===== config.mk =====
export PLATFORM = sky130hd
export DESIGN_NAME = short_opcode_class_decoder
export DESIGN_NICKNAME = d
export VERILOG_FILES = /design/src/design/opcode_class_pkg.sv /design/src/design/short_opcode_class_decoder.sv /design/src/design/compare_class_decoder.sv
export SDC_FILE = /design/constraint.sdc
export NUM_CORES = 1
export LEC_CHECK = 0
export ABC_AREA = 0
export BUFFER_PORTS_ARGS = -buffer_cell sky130_fd_sc_hd__buf_2
export CORE_ASPECT_RATIO = 0.7
export CORE_MARGIN = 2
export CORE_UTILIZATION = 45
export CTS_CLUSTER_DIAMETER = 200
export DETAILED_ROUTE_END_ITERATION = 7
export GPL_ROUTABILITY_DRIVEN = 0
export PLACE_DENSITY = 0.8
export SLEW_MARGIN = 15
export SYNTH_ARGS = -nofsm -noshare
export SYNTH_HDL_FRONTEND = slang
export SYNTH_HIERARCHICAL = 1
export SYNTH_SLANG_ARGS = --single-unit

===== constraint.sdc =====
create_clock -name sys_clk -period 1.6 [get_ports sys_clk]
set_clock_uncertainty 0.15 [all_clocks]
set_input_delay 0.24 -clock sys_clk [delete_from_list [all_inputs] [get_ports sys_clk]]
set_output_delay 0.24 -clock sys_clk [all_outputs]
set_load 0.01 [all_outputs]

===== src/design/opcode_class_pkg.sv =====
package opcode_class_pkg;

  localparam logic [15:0] NOP_CODE = 16'h0000;
  localparam logic [15:0] SUB_RETURN_CODE = 16'h0010;
  localparam logic [15:0] IRQ_RETURN_CODE = 16'h0011;
  localparam logic [15:0] EXC_RETURN_CODE = 16'h0012;
  localparam logic [15:0] NMI_RETURN_CODE = 16'h0013;
  localparam logic [15:0] EMU_RETURN_CODE = 16'h0014;
  localparam logic [15:0] IDLE_CODE = 16'h0020;
  localparam logic [15:0] CORE_SYNC_CODE = 16'h0023;
  localparam logic [15:0] SYSTEM_SYNC_CODE = 16'h0024;
  localparam logic [15:0] EMU_EXCEPTION_CODE = 16'h0025;
  localparam logic [15:0] ABORT_CODE = 16'h002f;
  localparam logic [15:0] IRQ_DISABLE_LO = 16'h0030;
  localparam logic [15:0] IRQ_DISABLE_HI = 16'h0037;
  localparam logic [15:0] IRQ_ENABLE_LO = 16'h0040;
  localparam logic [15:0] IRQ_ENABLE_HI = 16'h0047;
  localparam logic [15:0] INDIRECT_JUMP_LO = 16'h0050;
  localparam logic [15:0] INDIRECT_JUMP_HI = 16'h0057;

  localparam logic [15:0] DCACHE_INV_LO = 16'h0268;
  localparam logic [15:0] DCACHE_INV_HI = 16'h026f;
  localparam logic [15:0] DCACHE_FLUSH_LO = 16'h0270;
  localparam logic [15:0] DCACHE_FLUSH_HI = 16'h0277;
  localparam logic [15:0] ICACHE_FLUSH_LO = 16'h0278;
  localparam logic [15:0] ICACHE_FLUSH_HI = 16'h027f;

  // register compares: ten 64-code slots, slot index in bits 9:6
  localparam logic [15:0] REG_CMP_LO = 16'h0800;
  localparam logic [15:0] REG_CMP_HI = 16'h0a7f;
  localparam logic [15:0] ACC_EQ_CODE = 16'h0a80;
  localparam logic [15:0] ACC_LT_CODE = 16'h0b00;
  localparam logic [15:0] ACC_LE_CODE = 16'h0b80;
  // immediate compares: same slot layout starting here
  localparam logic [15:0] IMM_CMP_LO = 16'h0c00;
  localparam logic [15:0] IMM_CMP_HI = 16'h0e7f;
  localparam logic [3:0] SLOT_EQ = 4'h0;
  localparam logic [3:0] SLOT_LT = 4'h2;
  localparam logic [3:0] SLOT_LE = 4'h4;
  localparam logic [3:0] SLOT_LTU = 4'h6;
  localparam logic [3:0] SLOT_LEU = 4'h8;

  localparam logic [15:0] COND_JUMP_LO = 16'h1000;
  localparam logic [15:0] COND_JUMP_HI = 16'h1fff;
  localparam int FLAG_SET_BIT = 11;
  localparam int HINT_BIT = 10;
  localparam logic [15:0] SHORT_JUMP_LO = 16'h2000;
  localparam logic [15:0] SHORT_JUMP_HI = 16'h2fff;
  localparam logic [15:0] REG_MOVE_LO = 16'h3000;
  localparam logic [15:0] REG_MOVE_HI = 16'h3fff;

  localparam logic [15:0] ASHR_LO = 16'h4000;
  localparam logic [15:0] ASHR_HI = 16'h403f;
  localparam logic [15:0] LSHR_LO = 16'h4040;
  localparam logic [15:0] LSHR_HI = 16'h407f;
  localparam logic [15:0] LSHL_LO = 16'h4080;
  localparam logic [15:0] LSHL_HI = 16'h40bf;
  localparam logic [15:0] MUL_LO = 16'h40c0;
  localparam logic [15:0] MUL_HI = 16'h40ff;
  localparam logic [15:0] ADD_SHL1_LO = 16'h4100;
  localparam logic [15:0] ADD_SHL1_HI = 16'h413f;
  localparam logic [15:0] ADD_SHL2_LO = 16'h4140;
  localparam logic [15:0] ADD_SHL2_HI = 16'h417f;
  localparam logic [15:0] DIVIDE_QUOTIENT_STEP_LO = 16'h4200;
  localparam logic [15:0] DIVIDE_QUOTIENT_STEP_HI = 16'h423f;

  typedef enum logic [3:0] {
    op_undefined, op_nop, op_control, op_return, op_irq_mask, op_indirect_jump,
    op_cache, op_compare, op_cond_jump, op_short_jump, op_reg_move, op_alu
  } op_class_t;

  typedef enum logic [3:0] {
    ctl_none, ctl_idle, ctl_core_sync, ctl_system_sync, ctl_emulation_exception,
    ctl_abort, ctl_subroutine_return, ctl_interrupt_return, ctl_exception_return,
    ctl_nmi_return, ctl_emulation_return, ctl_interrupt_disable, ctl_interrupt_enable
  } control_op_t;

  typedef enum logic [1:0] {
    cache_none, cache_dline_invalidate, cache_dflush, cache_icache_line_flush
  } cache_op_t;

  typedef enum logic [2:0] {
    alu_none, alu_ashr, alu_lshr, alu_lshl, alu_mul, alu_add_shl1, alu_add_shl2,
    alu_divide_step
  } alu_op_t;

  typedef enum logic [1:0] {rel_eq, rel_lt, rel_le} relation_t;
  typedef enum logic [1:0] {opnd_data, opnd_pointer, opnd_accum} operand_t;

  function automatic logic in_range(input logic [15:0] w, input logic [15:0] lo,
                                    input logic [15:0] hi);
    return (w >= lo) && (w <= hi);
  endfunction

endpackage


===== src/design/short_opcode_class_decoder.sv =====
`timescale 1ns/100ps
// Functional notes
// RULE1: decode three cache maintenance ranges
// RULE2: 0x09C0-09FF unsigned pointer less-than compare
// RULE3: 0x0A00-0A3F unsigned data less-or-equal compare
// RULE4: 0x0A40-0A7F unsigned pointer less-or-equal compare
// RULE5: 0x0A80 accumulator equality compare
// RULE6: 0x0B80 accumulator less-or-equal, 0x0B00 less-than
// RULE7: immediate equality compares, data and pointer
// RULE8: 0x0C80-0CBF data signed less-than immediate
// RULE9: 0x0CC0-0CFF pointer signed less-than immediate
// RULE10: signed less-or-equal immediate compares
// RULE11: unsigned less-than immediate compares
// RULE12: unsigned less-or-equal immediate compares
// RULE13: 0x1000-13FF jump when flag clear
// RULE14: 0x1C00-1FFF jump when flag set, hinted
// RULE15: 0x3000-3FFF register moves with group subfields
// RULE16: 0x4000-403F arithmetic right shift by register
// RULE17: logical right and left shifts by register
// RULE18: 0x40C0-40FF 32-bit multiply into first operand
// RULE19: 0x4100-413F add then shift left one
// RULE20: 0x4140-417F add then shift left two
// RULE21: 0x4200-423F divide quotient step
// RULE22: middle jump ranges: clear+hint, set without hint
// RULE23: fixed control codes and low-index register forms
// RULE24: anything unrecognised flagged undefined
module short_opcode_class_decoder
  import opcode_class_pkg::*;
(
  input wire logic sys_clk,
  input wire logic rst_b,
  input wire logic insn_valid,
  input wire logic [15:0] insn_word,
  input wire logic condition_flag,
  output logic decoded_valid,
  output op_class_t op_class,
  output control_op_t control_op,
  output cache_op_t cache_op,
  output alu_op_t alu_op,
  output relation_t compare_relation,
  output operand_t compare_operand,
  output logic unsigned_compare_option,
  output logic compare_uses_imm,
  output logic [31:0] compare_imm,
  output logic condition_flag_write,
  output logic jump_on_flag_set,
  output logic predicted_taken_hint,
  output logic jump_taken,
  output logic [12:0] jump_offset,
  output logic [2:0] reg_dst,
  output logic [2:0] reg_src,
  output logic [2:0] move_dst_group,
  output logic [2:0] move_src_group,
  output logic undefined_insn
);

  typedef struct packed {
    logic valid;
    op_class_t cls;
    control_op_t ctl;
    cache_op_t cache;
    alu_op_t alu;
    relation_t rel;
    operand_t opnd;
    logic unsgn;
    logic use_imm;
    logic [31:0] imm;
    logic flag_wr;
    logic on_set;
    logic hint;
    logic taken;
    logic [12:0] offset;
    logic [2:0] dst;
    logic [2:0] src;
    logic [2:0] dgrp;
    logic [2:0] sgrp;
    logic undef;
  } state_t;

  state_t state;
  state_t next_state;

  logic cmp_hit;
  relation_t cmp_rel;
  operand_t cmp_opnd;
  logic cmp_unsigned;
  logic cmp_imm_used;
  logic [31:0] cmp_imm_value;

  compare_class_decoder u_compare (
    .insn(insn_word),
    .is_compare(cmp_hit),
    .relation(cmp_rel),
    .operand(cmp_opnd),
    .unsigned_compare_option(cmp_unsigned),
    .uses_imm(cmp_imm_used),
    .imm_value(cmp_imm_value)
  );

  always_comb
  begin
    next_state = '0;
    next_state.valid = insn_valid;
    next_state.cls = op_undefined;
    // operand fields are passed through raw; consumers ignore them per class
    next_state.dst = insn_word[5:3];
    next_state.src = insn_word[2:0];

    if (insn_word == NOP_CODE)
    begin
      next_state.cls = op_nop; // see RULE23
    end
    else if (insn_word >= SUB_RETURN_CODE && insn_word <= EMU_RETURN_CODE)
    begin
      next_state.cls = op_return; // see RULE23
      case (insn_word[2:0])
        3'h0: next_state.ctl = ctl_subroutine_return;
        3'h1: next_state.ctl = ctl_interrupt_return;
        3'h2: next_state.ctl = ctl_exception_return;
        3'h3: next_state.ctl = ctl_nmi_return;
        default: next_state.ctl = ctl_emulation_return;
      endcase
    end
    else if (insn_word == IDLE_CODE || insn_word == CORE_SYNC_CODE
             || insn_word == SYSTEM_SYNC_CODE || insn_word == EMU_EXCEPTION_CODE
             || insn_word == ABORT_CODE)
    begin
      next_state.cls = op_control; // see RULE23
      case (insn_word)
        IDLE_CODE: next_state.ctl = ctl_idle;
        CORE_SYNC_CODE: next_state.ctl = ctl_core_sync;
        SYSTEM_SYNC_CODE: next_state.ctl = ctl_system_sync;
        EMU_EXCEPTION_CODE: next_state.ctl = ctl_emulation_exception;
        default: next_state.ctl = ctl_abort;
      endcase
    end
    else if (in_range(insn_word, IRQ_DISABLE_LO, IRQ_DISABLE_HI)
             || in_range(insn_word, IRQ_ENABLE_LO, IRQ_ENABLE_HI))
    begin
      // the saved mask goes to or comes from the data register in bits 2:0
      next_state.cls = op_irq_mask; // see RULE23
      next_state.ctl = in_range(insn_word, IRQ_DISABLE_LO, IRQ_DISABLE_HI)
                       ? ctl_interrupt_disable : ctl_interrupt_enable;
      next_state.dst = insn_word[2:0];
    end
    else if (in_range(insn_word, INDIRECT_JUMP_LO, INDIRECT_JUMP_HI))
    begin
      next_state.cls = op_indirect_jump; // see RULE23
      next_state.taken = 1'b1;
    end
    else if (in_range(insn_word, DCACHE_INV_LO, ICACHE_FLUSH_HI))
    begin
      // pointer register in bits 2:0 is post-incremented by the line size
      next_state.cls = op_cache; // see RULE1
      if (in_range(insn_word, DCACHE_INV_LO, DCACHE_INV_HI))
        next_state.cache = cache_dline_invalidate; // see RULE1
      else if (in_range(insn_word, DCACHE_FLUSH_LO, DCACHE_FLUSH_HI))
        next_state.cache = cache_dflush; // see RULE1
      else
        next_state.cache = cache_icache_line_flush; // see RULE1
    end
    else if (cmp_hit)
    begin
      // register and immediate compares share one slot layout in the helper
      next_state.cls = op_compare; // see RULE2
      next_state.flag_wr = 1'b1; // see RULE3
      next_state.rel = cmp_rel; // see RULE4
      next_state.opnd = cmp_opnd; // see RULE5
      next_state.unsgn = cmp_unsigned; // see RULE11
      next_state.use_imm = cmp_imm_used; // see RULE7
      next_state.imm = cmp_imm_value; // see RULE8
      // accumulator forms carry no register fields, so clear them for them
      if (cmp_opnd == opnd_accum)
      begin
        next_state.dst = 3'h0; // see RULE6
        next_state.src = 3'h0;
      end
      // immediate forms: bits 5:3 are the constant, register sits in 2:0
      if (cmp_imm_used)
      begin
        next_state.dst = insn_word[2:0]; // see RULE9
        next_state.src = 3'h0; // see RULE10
      end
      else if (cmp_opnd != opnd_accum)
      begin
        next_state.dst = insn_word[2:0]; // see RULE12
        next_state.src = insn_word[5:3];
      end
    end
    else if (in_range(insn_word, COND_JUMP_LO, COND_JUMP_HI))
    begin
      // one printed bound pair per middle quarter disagrees; bits 11:10 decide
      next_state.cls = op_cond_jump; // see RULE13
      next_state.on_set = insn_word[FLAG_SET_BIT]; // see RULE14
      next_state.hint = insn_word[HINT_BIT]; // see RULE22
      next_state.taken = (condition_flag == insn_word[FLAG_SET_BIT]); // see RULE13
      next_state.offset = {{2{insn_word[9]}}, insn_word[9:0], 1'b0}; // see RULE14
    end
    else if (in_range(insn_word, SHORT_JUMP_LO, SHORT_JUMP_HI))
    begin
      next_state.cls = op_short_jump;
      next_state.taken = 1'b1;
      next_state.offset = {insn_word[11:0], 1'b0};
    end
    else if (in_range(insn_word, REG_MOVE_LO, REG_MOVE_HI))
    begin
      next_state.cls = op_reg_move; // see RULE15
      next_state.dgrp = insn_word[11:9]; // see RULE15
      next_state.sgrp = insn_word[8:6]; // see RULE15
    end
    else if (in_range(insn_word, ASHR_LO, ADD_SHL2_HI)
             || in_range(insn_word, DIVIDE_QUOTIENT_STEP_LO, DIVIDE_QUOTIENT_STEP_HI))
    begin
      // result register in bits 2:0, second operand or count in bits 5:3
      next_state.cls = op_alu;
      next_state.dst = insn_word[2:0];
      next_state.src = insn_word[5:3];
      if (in_range(insn_word, ASHR_LO, ASHR_HI))
        next_state.alu = alu_ashr; // see RULE16
      else if (in_range(insn_word, LSHR_LO, LSHR_HI))
        next_state.alu = alu_lshr; // see RULE17
      else if (in_range(insn_word, LSHL_LO, LSHL_HI))
        next_state.alu = alu_lshl; // see RULE17
      else if (in_range(insn_word, MUL_LO, MUL_HI))
        next_state.alu = alu_mul; // see RULE18
      else if (in_range(insn_word, ADD_SHL1_LO, ADD_SHL1_HI))
        next_state.alu = alu_add_shl1; // see RULE19
      else if (in_range(insn_word, ADD_SHL2_LO, ADD_SHL2_HI))
        next_state.alu = alu_add_shl2; // see RULE20
      else
        next_state.alu = alu_divide_step; // see RULE21
    end

    // a hole in the covered space must reach the exception logic
    if (next_state.cls == op_undefined)
    begin
      next_state.undef = insn_valid; // see RULE24
      next_state.dst = 3'h0;
      next_state.src = 3'h0;
    end

    // a bubble must not look like an instruction downstream
    if (!insn_valid)
    begin
      next_state = '0;
    end
  end

  always_ff @(posedge sys_clk or negedge rst_b)
  begin
    if (!rst_b)
      state <= '0;
    else
      state <= next_state;
  end

  always_comb
  begin
    decoded_valid = state.valid;
    op_class = state.cls;
    control_op = state.ctl;
    cache_op = state.cache;
    alu_op = state.alu;
    compare_relation = state.rel;
    compare_operand = state.opnd;
    unsigned_compare_option = state.unsgn;
    compare_uses_imm = state.use_imm;
    compare_imm = state.imm;
    condition_flag_write = state.flag_wr;
    jump_on_flag_set = state.on_set;
    predicted_taken_hint = state.hint;
    jump_taken = state.taken;
    jump_offset = state.offset;
    reg_dst = state.dst;
    reg_src = state.src;
    move_dst_group = state.dgrp;
    move_src_group = state.sgrp;
    undefined_insn = state.undef;
  end

endmodule


===== src/design/compare_class_decoder.sv =====
`timescale 1ns/100ps
module compare_class_decoder
  import opcode_class_pkg::*;
(
  input wire logic [15:0] insn,
  output logic is_compare,
  output relation_t relation,
  output operand_t operand,
  output logic unsigned_compare_option,
  output logic uses_imm,
  output logic [31:0] imm_value
);

  logic reg_grp;
  logic imm_grp;
  logic [15:0] slot_w;
  logic [3:0] slot;

  always_comb
  begin
    reg_grp = in_range(insn, REG_CMP_LO, REG_CMP_HI);
    imm_grp = in_range(insn, IMM_CMP_LO, IMM_CMP_HI);
    slot_w = imm_grp ? (insn - IMM_CMP_LO) : (insn - REG_CMP_LO);
    slot = slot_w[9:6];
    is_compare = reg_grp || imm_grp;
    uses_imm = imm_grp;
    operand = slot[0] ? opnd_pointer : opnd_data;
    unsigned_compare_option = (slot >= SLOT_LTU);
    if (slot == SLOT_LT || slot == SLOT_LTU || slot == (SLOT_LT + 4'h1)
        || slot == (SLOT_LTU + 4'h1))
      relation = rel_lt;
    else if (slot == SLOT_EQ || slot == (SLOT_EQ + 4'h1))
      relation = rel_eq;
    else
      relation = rel_le;
    // immediates sit in bits 5:3, sign extended unless the compare is unsigned
    if (unsigned_compare_option)
      imm_value = {29'h0, insn[5:3]};
    else
      imm_value = {{29{insn[5]}}, insn[5:3]};
    if (!is_compare)
    begin
      operand = opnd_data;
      relation = rel_eq;
      unsigned_compare_option = 1'b0;
      imm_value = 32'h0;
    end
    // accumulator compares are single codes outside the slot layout
    if (insn == ACC_EQ_CODE || insn == ACC_LT_CODE || insn == ACC_LE_CODE)
    begin
      is_compare = 1'b1;
      operand = opnd_accum;
      unsigned_compare_option = 1'b0;
      imm_value = 32'h0;
      relation = (insn == ACC_EQ_CODE) ? rel_eq : (insn == ACC_LT_CODE) ? rel_lt : rel_le;
    end
  end

endmodule


==> flow_metrics.py <==
metrics = {
    "logic_synthesis": {
        "syn_area_sq_um": 4120,
        "yosysTopAreaCell": "dfrtp_1",
        "syn_nets": 417,
        "ys.flop_type": "dfrtp_1",
        "synth_warnings": 6,
        "synthTopCellsByArea": "dfrtp_1 (49%), and2_1 (7.6%), buf_4 (5.7%)",
        "yosysMostFrequentCell": "dfrtp_1",
        "ys_types": 65,
        "async_flop_share_pct": 100,
        "synth_commonest_cells": "dfrtp_1 (81), and2_1 (50), buf_4 (31), nor2_1 (26), nand2_1 (21)",
        "ys_ff_latch": 81,
        "synth_cells": 397,
        "seq_area_frac_synth_pct": 49.2,
        "synth_area_per_cell_sq_um": 10.4,
        "synth_edf_count": 0,
        "synthDominantCellAreaShare_pct": 49.2,
    },
    "layout": {
        "drive_gt1_share_pct": 66.3,
        "utilization_pct": 77.0,
        "layout.nets": 621,
        "final_area_sq_um": 6900,
        "area.growth.synth_to_final_pct": 67.6,
        "antenna_cells": 0,
    },
    "setup_path": {
        "cp_slowest_cell": "nor4_4",
        "crit_fanout": 3,
        "cp_top_family": "simple AND/OR/NAND/NOR gates",
        "end_kind": "flip-flop",
        "path_buf_inv": 2,
        "path_cells": "buf_8 -> nor4_4 -> nand2_2 -> nor3_4 -> nor2b_4 -> nand3b_1 -> buf_4 -> nand2_2 -> mux2i_1 -> o211ai_1 -> a221oi_2",
        "cpMostUsedCell": "nand2_2",
        "startpoint": "insn_word[13]",
        "required_ps": 1660,
        "slowest_delay_ps": 400,
        "critPathKind": "input port to flip-flop",
        "start_kind": "input port",
        "crit_arrival_ps": 2090,
    },
    "cts": {
        "path_clk_slew_ps": 60,
        "cts-buffers-inserted": 9,
        "cts_htree_levels": 3,
        "root_buffer": "clkbuf_16",
        "cts_sinks": 81,
        "cts_buffer_depth": 2,
        "cts_tree": "done",
    },
    "detailed_routing": {
        "routed_wl_um": 15400,
        "dr.first_iter.drc_count": 504,
        "dr.pass1.iters": 6,
        "via_count": 4160,
        "drc": 0,
        "ant_nets": 0,
        "via_per_inst": 5.70,
        "wire_per_inst_um": 21.0,
    },
    "die": {
        "ios": 102,
        "die_h_um": 84.0,
        "die_w_um": 118,
        "initial_core_util_pct": 45.9,
        "core_sq_um": 8960,
        "die_area_sq_um": 9940,
        "rows": 29,
    },
    "global_route": {
        "track_usage_pct": 26.7,
        "grt-ovfl-total": 0,
        "grt_max_degree": 46,
        "grt_pass1_wl_um": 20500,
        "antenna_found_initial": 0,
        "grt_pass1_vias": 3984,
    },
    "power_and_ir_drop": {
        "p_leak_nw": 3.39,
        "powerDensity_nw_per_um2": 723,
        "peakVddDrop_mv": 0.519,
        "power_mw": 4.99,
    },
    "sta": {
        "slew_viol_final": 0,
        "finalHoldViolCount": 0,
        "period_needed_ps": 2030,
        "setup_viol": 79,
        "worstMarginPinSlew_ps": 690,
        "finalCritPeriodShare_pct": 127,
        "fmax_mhz": 492,
        "max-slew-margin-rel_pct": 53.6,
        "setup_ws_ps": -433,
        "rsz0062_at_grt": "true",
    },
    "placement": {
        "io_buffers": 100,
        "dp_hpwl_um": 7970,
        "place_ws_ps": -779,
        "dpl-instance-area_sq_um": 5230,
    },
    "min_path": {
        "worstHoldStart": "insn_valid",
        "min_path_type": "input port to flip-flop",
    },
    "job": {
        "maxCapViolCount": 0,
    },
    "outcome": {
        "status": "finished with violations",
        "failed_checks": "negative setup slack",
    },
}
state kept, by name, summed over array words and instances (netlist names):
name,cells
jump_on_flag_set,1
undefined_insn,1
compare_relation,2
cache_op,2
compare_imm,32
move_dst_group,3
condition_flag_write,1
compare_operand,2
reg_src,3
control_op,4
alu_op,3
compare_uses_imm,1
jump_taken,1
jump_offset,12
op_class,4
unsigned_compare_option,1
reg_dst,3
move_src_group,3
predicted_taken_hint,1
decoded_valid,1
what timing repair did:
action | 4_1_cts | 5_1_grt
endpoints found under the setup margin | 75 | 79
pin swaps | 64 | 44
hold endpoints to repair | 81 | 0
buffers inserted | 33 | 21
hold buffers | 1 | 0
gates resized for setup | 123 | 90
gates cloned | 4 | 5
routing by layer:
| metal | GRT usage (%) | share of wire, % |
|---|---|---|
| met1 | 34.1 | 38 |
| met2 | 43.6 | 47 |
| met3 | 6.22 | 9.3 |
| met4 | 11.9 | 5.1 |
| met5 | 0 | 0 |
where the power goes:
group | internal [mW] | switching (mW)
sequential | 2.07 | 0.00777
combinational | 0.353 | 0.428
clock | 1.27 | 0.861
total | 3.69 | 1.30
cells in the final DEF (no fill, tap or decap), drive strengths merged, types with 2 or more instances in the layout:
master	count
xnor2	3
nor2	26
o21a	3
nor3	10
and2	60
o21ai	18
nand2b	5
and3	12
nand2	22
a2111oi	3
dfrtp	81
a221oi	5
inv	8
nor3b	3
buf	238
nor4b	4
or2	4
nand4	10
xor2	2
a211oi	2
a32oi	2
nor2b	6
nor4	10
and3b	2
mux2i	2
o32a	2
a31oi	7
nand3	11
clkinv	2
a21oi	7
clkbuf	13
cell families after synthesis:
family	count (synthesis)	share of synthesized area, %
compound gates	61	11.0
xor+xnor	5	1.06
fa+ha+maj	1	0.243
buf+inv	56	8.75
flops	81	49.2
mux	3	0.760
other cells	1	0.0911
simple gates	189	28.8
final timing paths:
path | cells past startpoint | endpoint | slack (ps)
min in group asynchronous | 2 | jump_offset[7]$_DFF_PN0_ | 160
worst min-delay path | 2 | decoded_valid$_DFF_PN0_ | 30
worst max-delay path | 11 | reg_dst[1]$_DFF_PN0_ | -430
max in group asynchronous | 3 | decoded_valid$_DFF_PN0_ | 620
through the flow:
stage / cells / hold slack (ps) / setup TNS, ps
2_1_floorplan: 397 / -206 / -23120
3_3_place_gp: 657 / -16.5 / -46290
3_5_place_dp: 657 / -12.6 / -49510
4_1_cts: 710 / 15.2 / -11390
5_1_grt: 730 / 28.2 / -22530
6_report: 730 / 26.3 / -20010
final cells by class:
| class | count | area (sq um) |
|---|---|---|
| Clock inverter | 6 | 72.6 |
| Tap cell | 124 | 155 |
| Fill cell | 538 | 2060 |
| Multi-Input combinational cell | 261 | 2420 |
| Inverter | 6 | 22.5 |
| Timing Repair Buffer | 242 | 1960 |
| Clock buffer | 10 | 239 |
| Sequential cell | 81 | 2030 |
(Power assumes the default switching activity.)
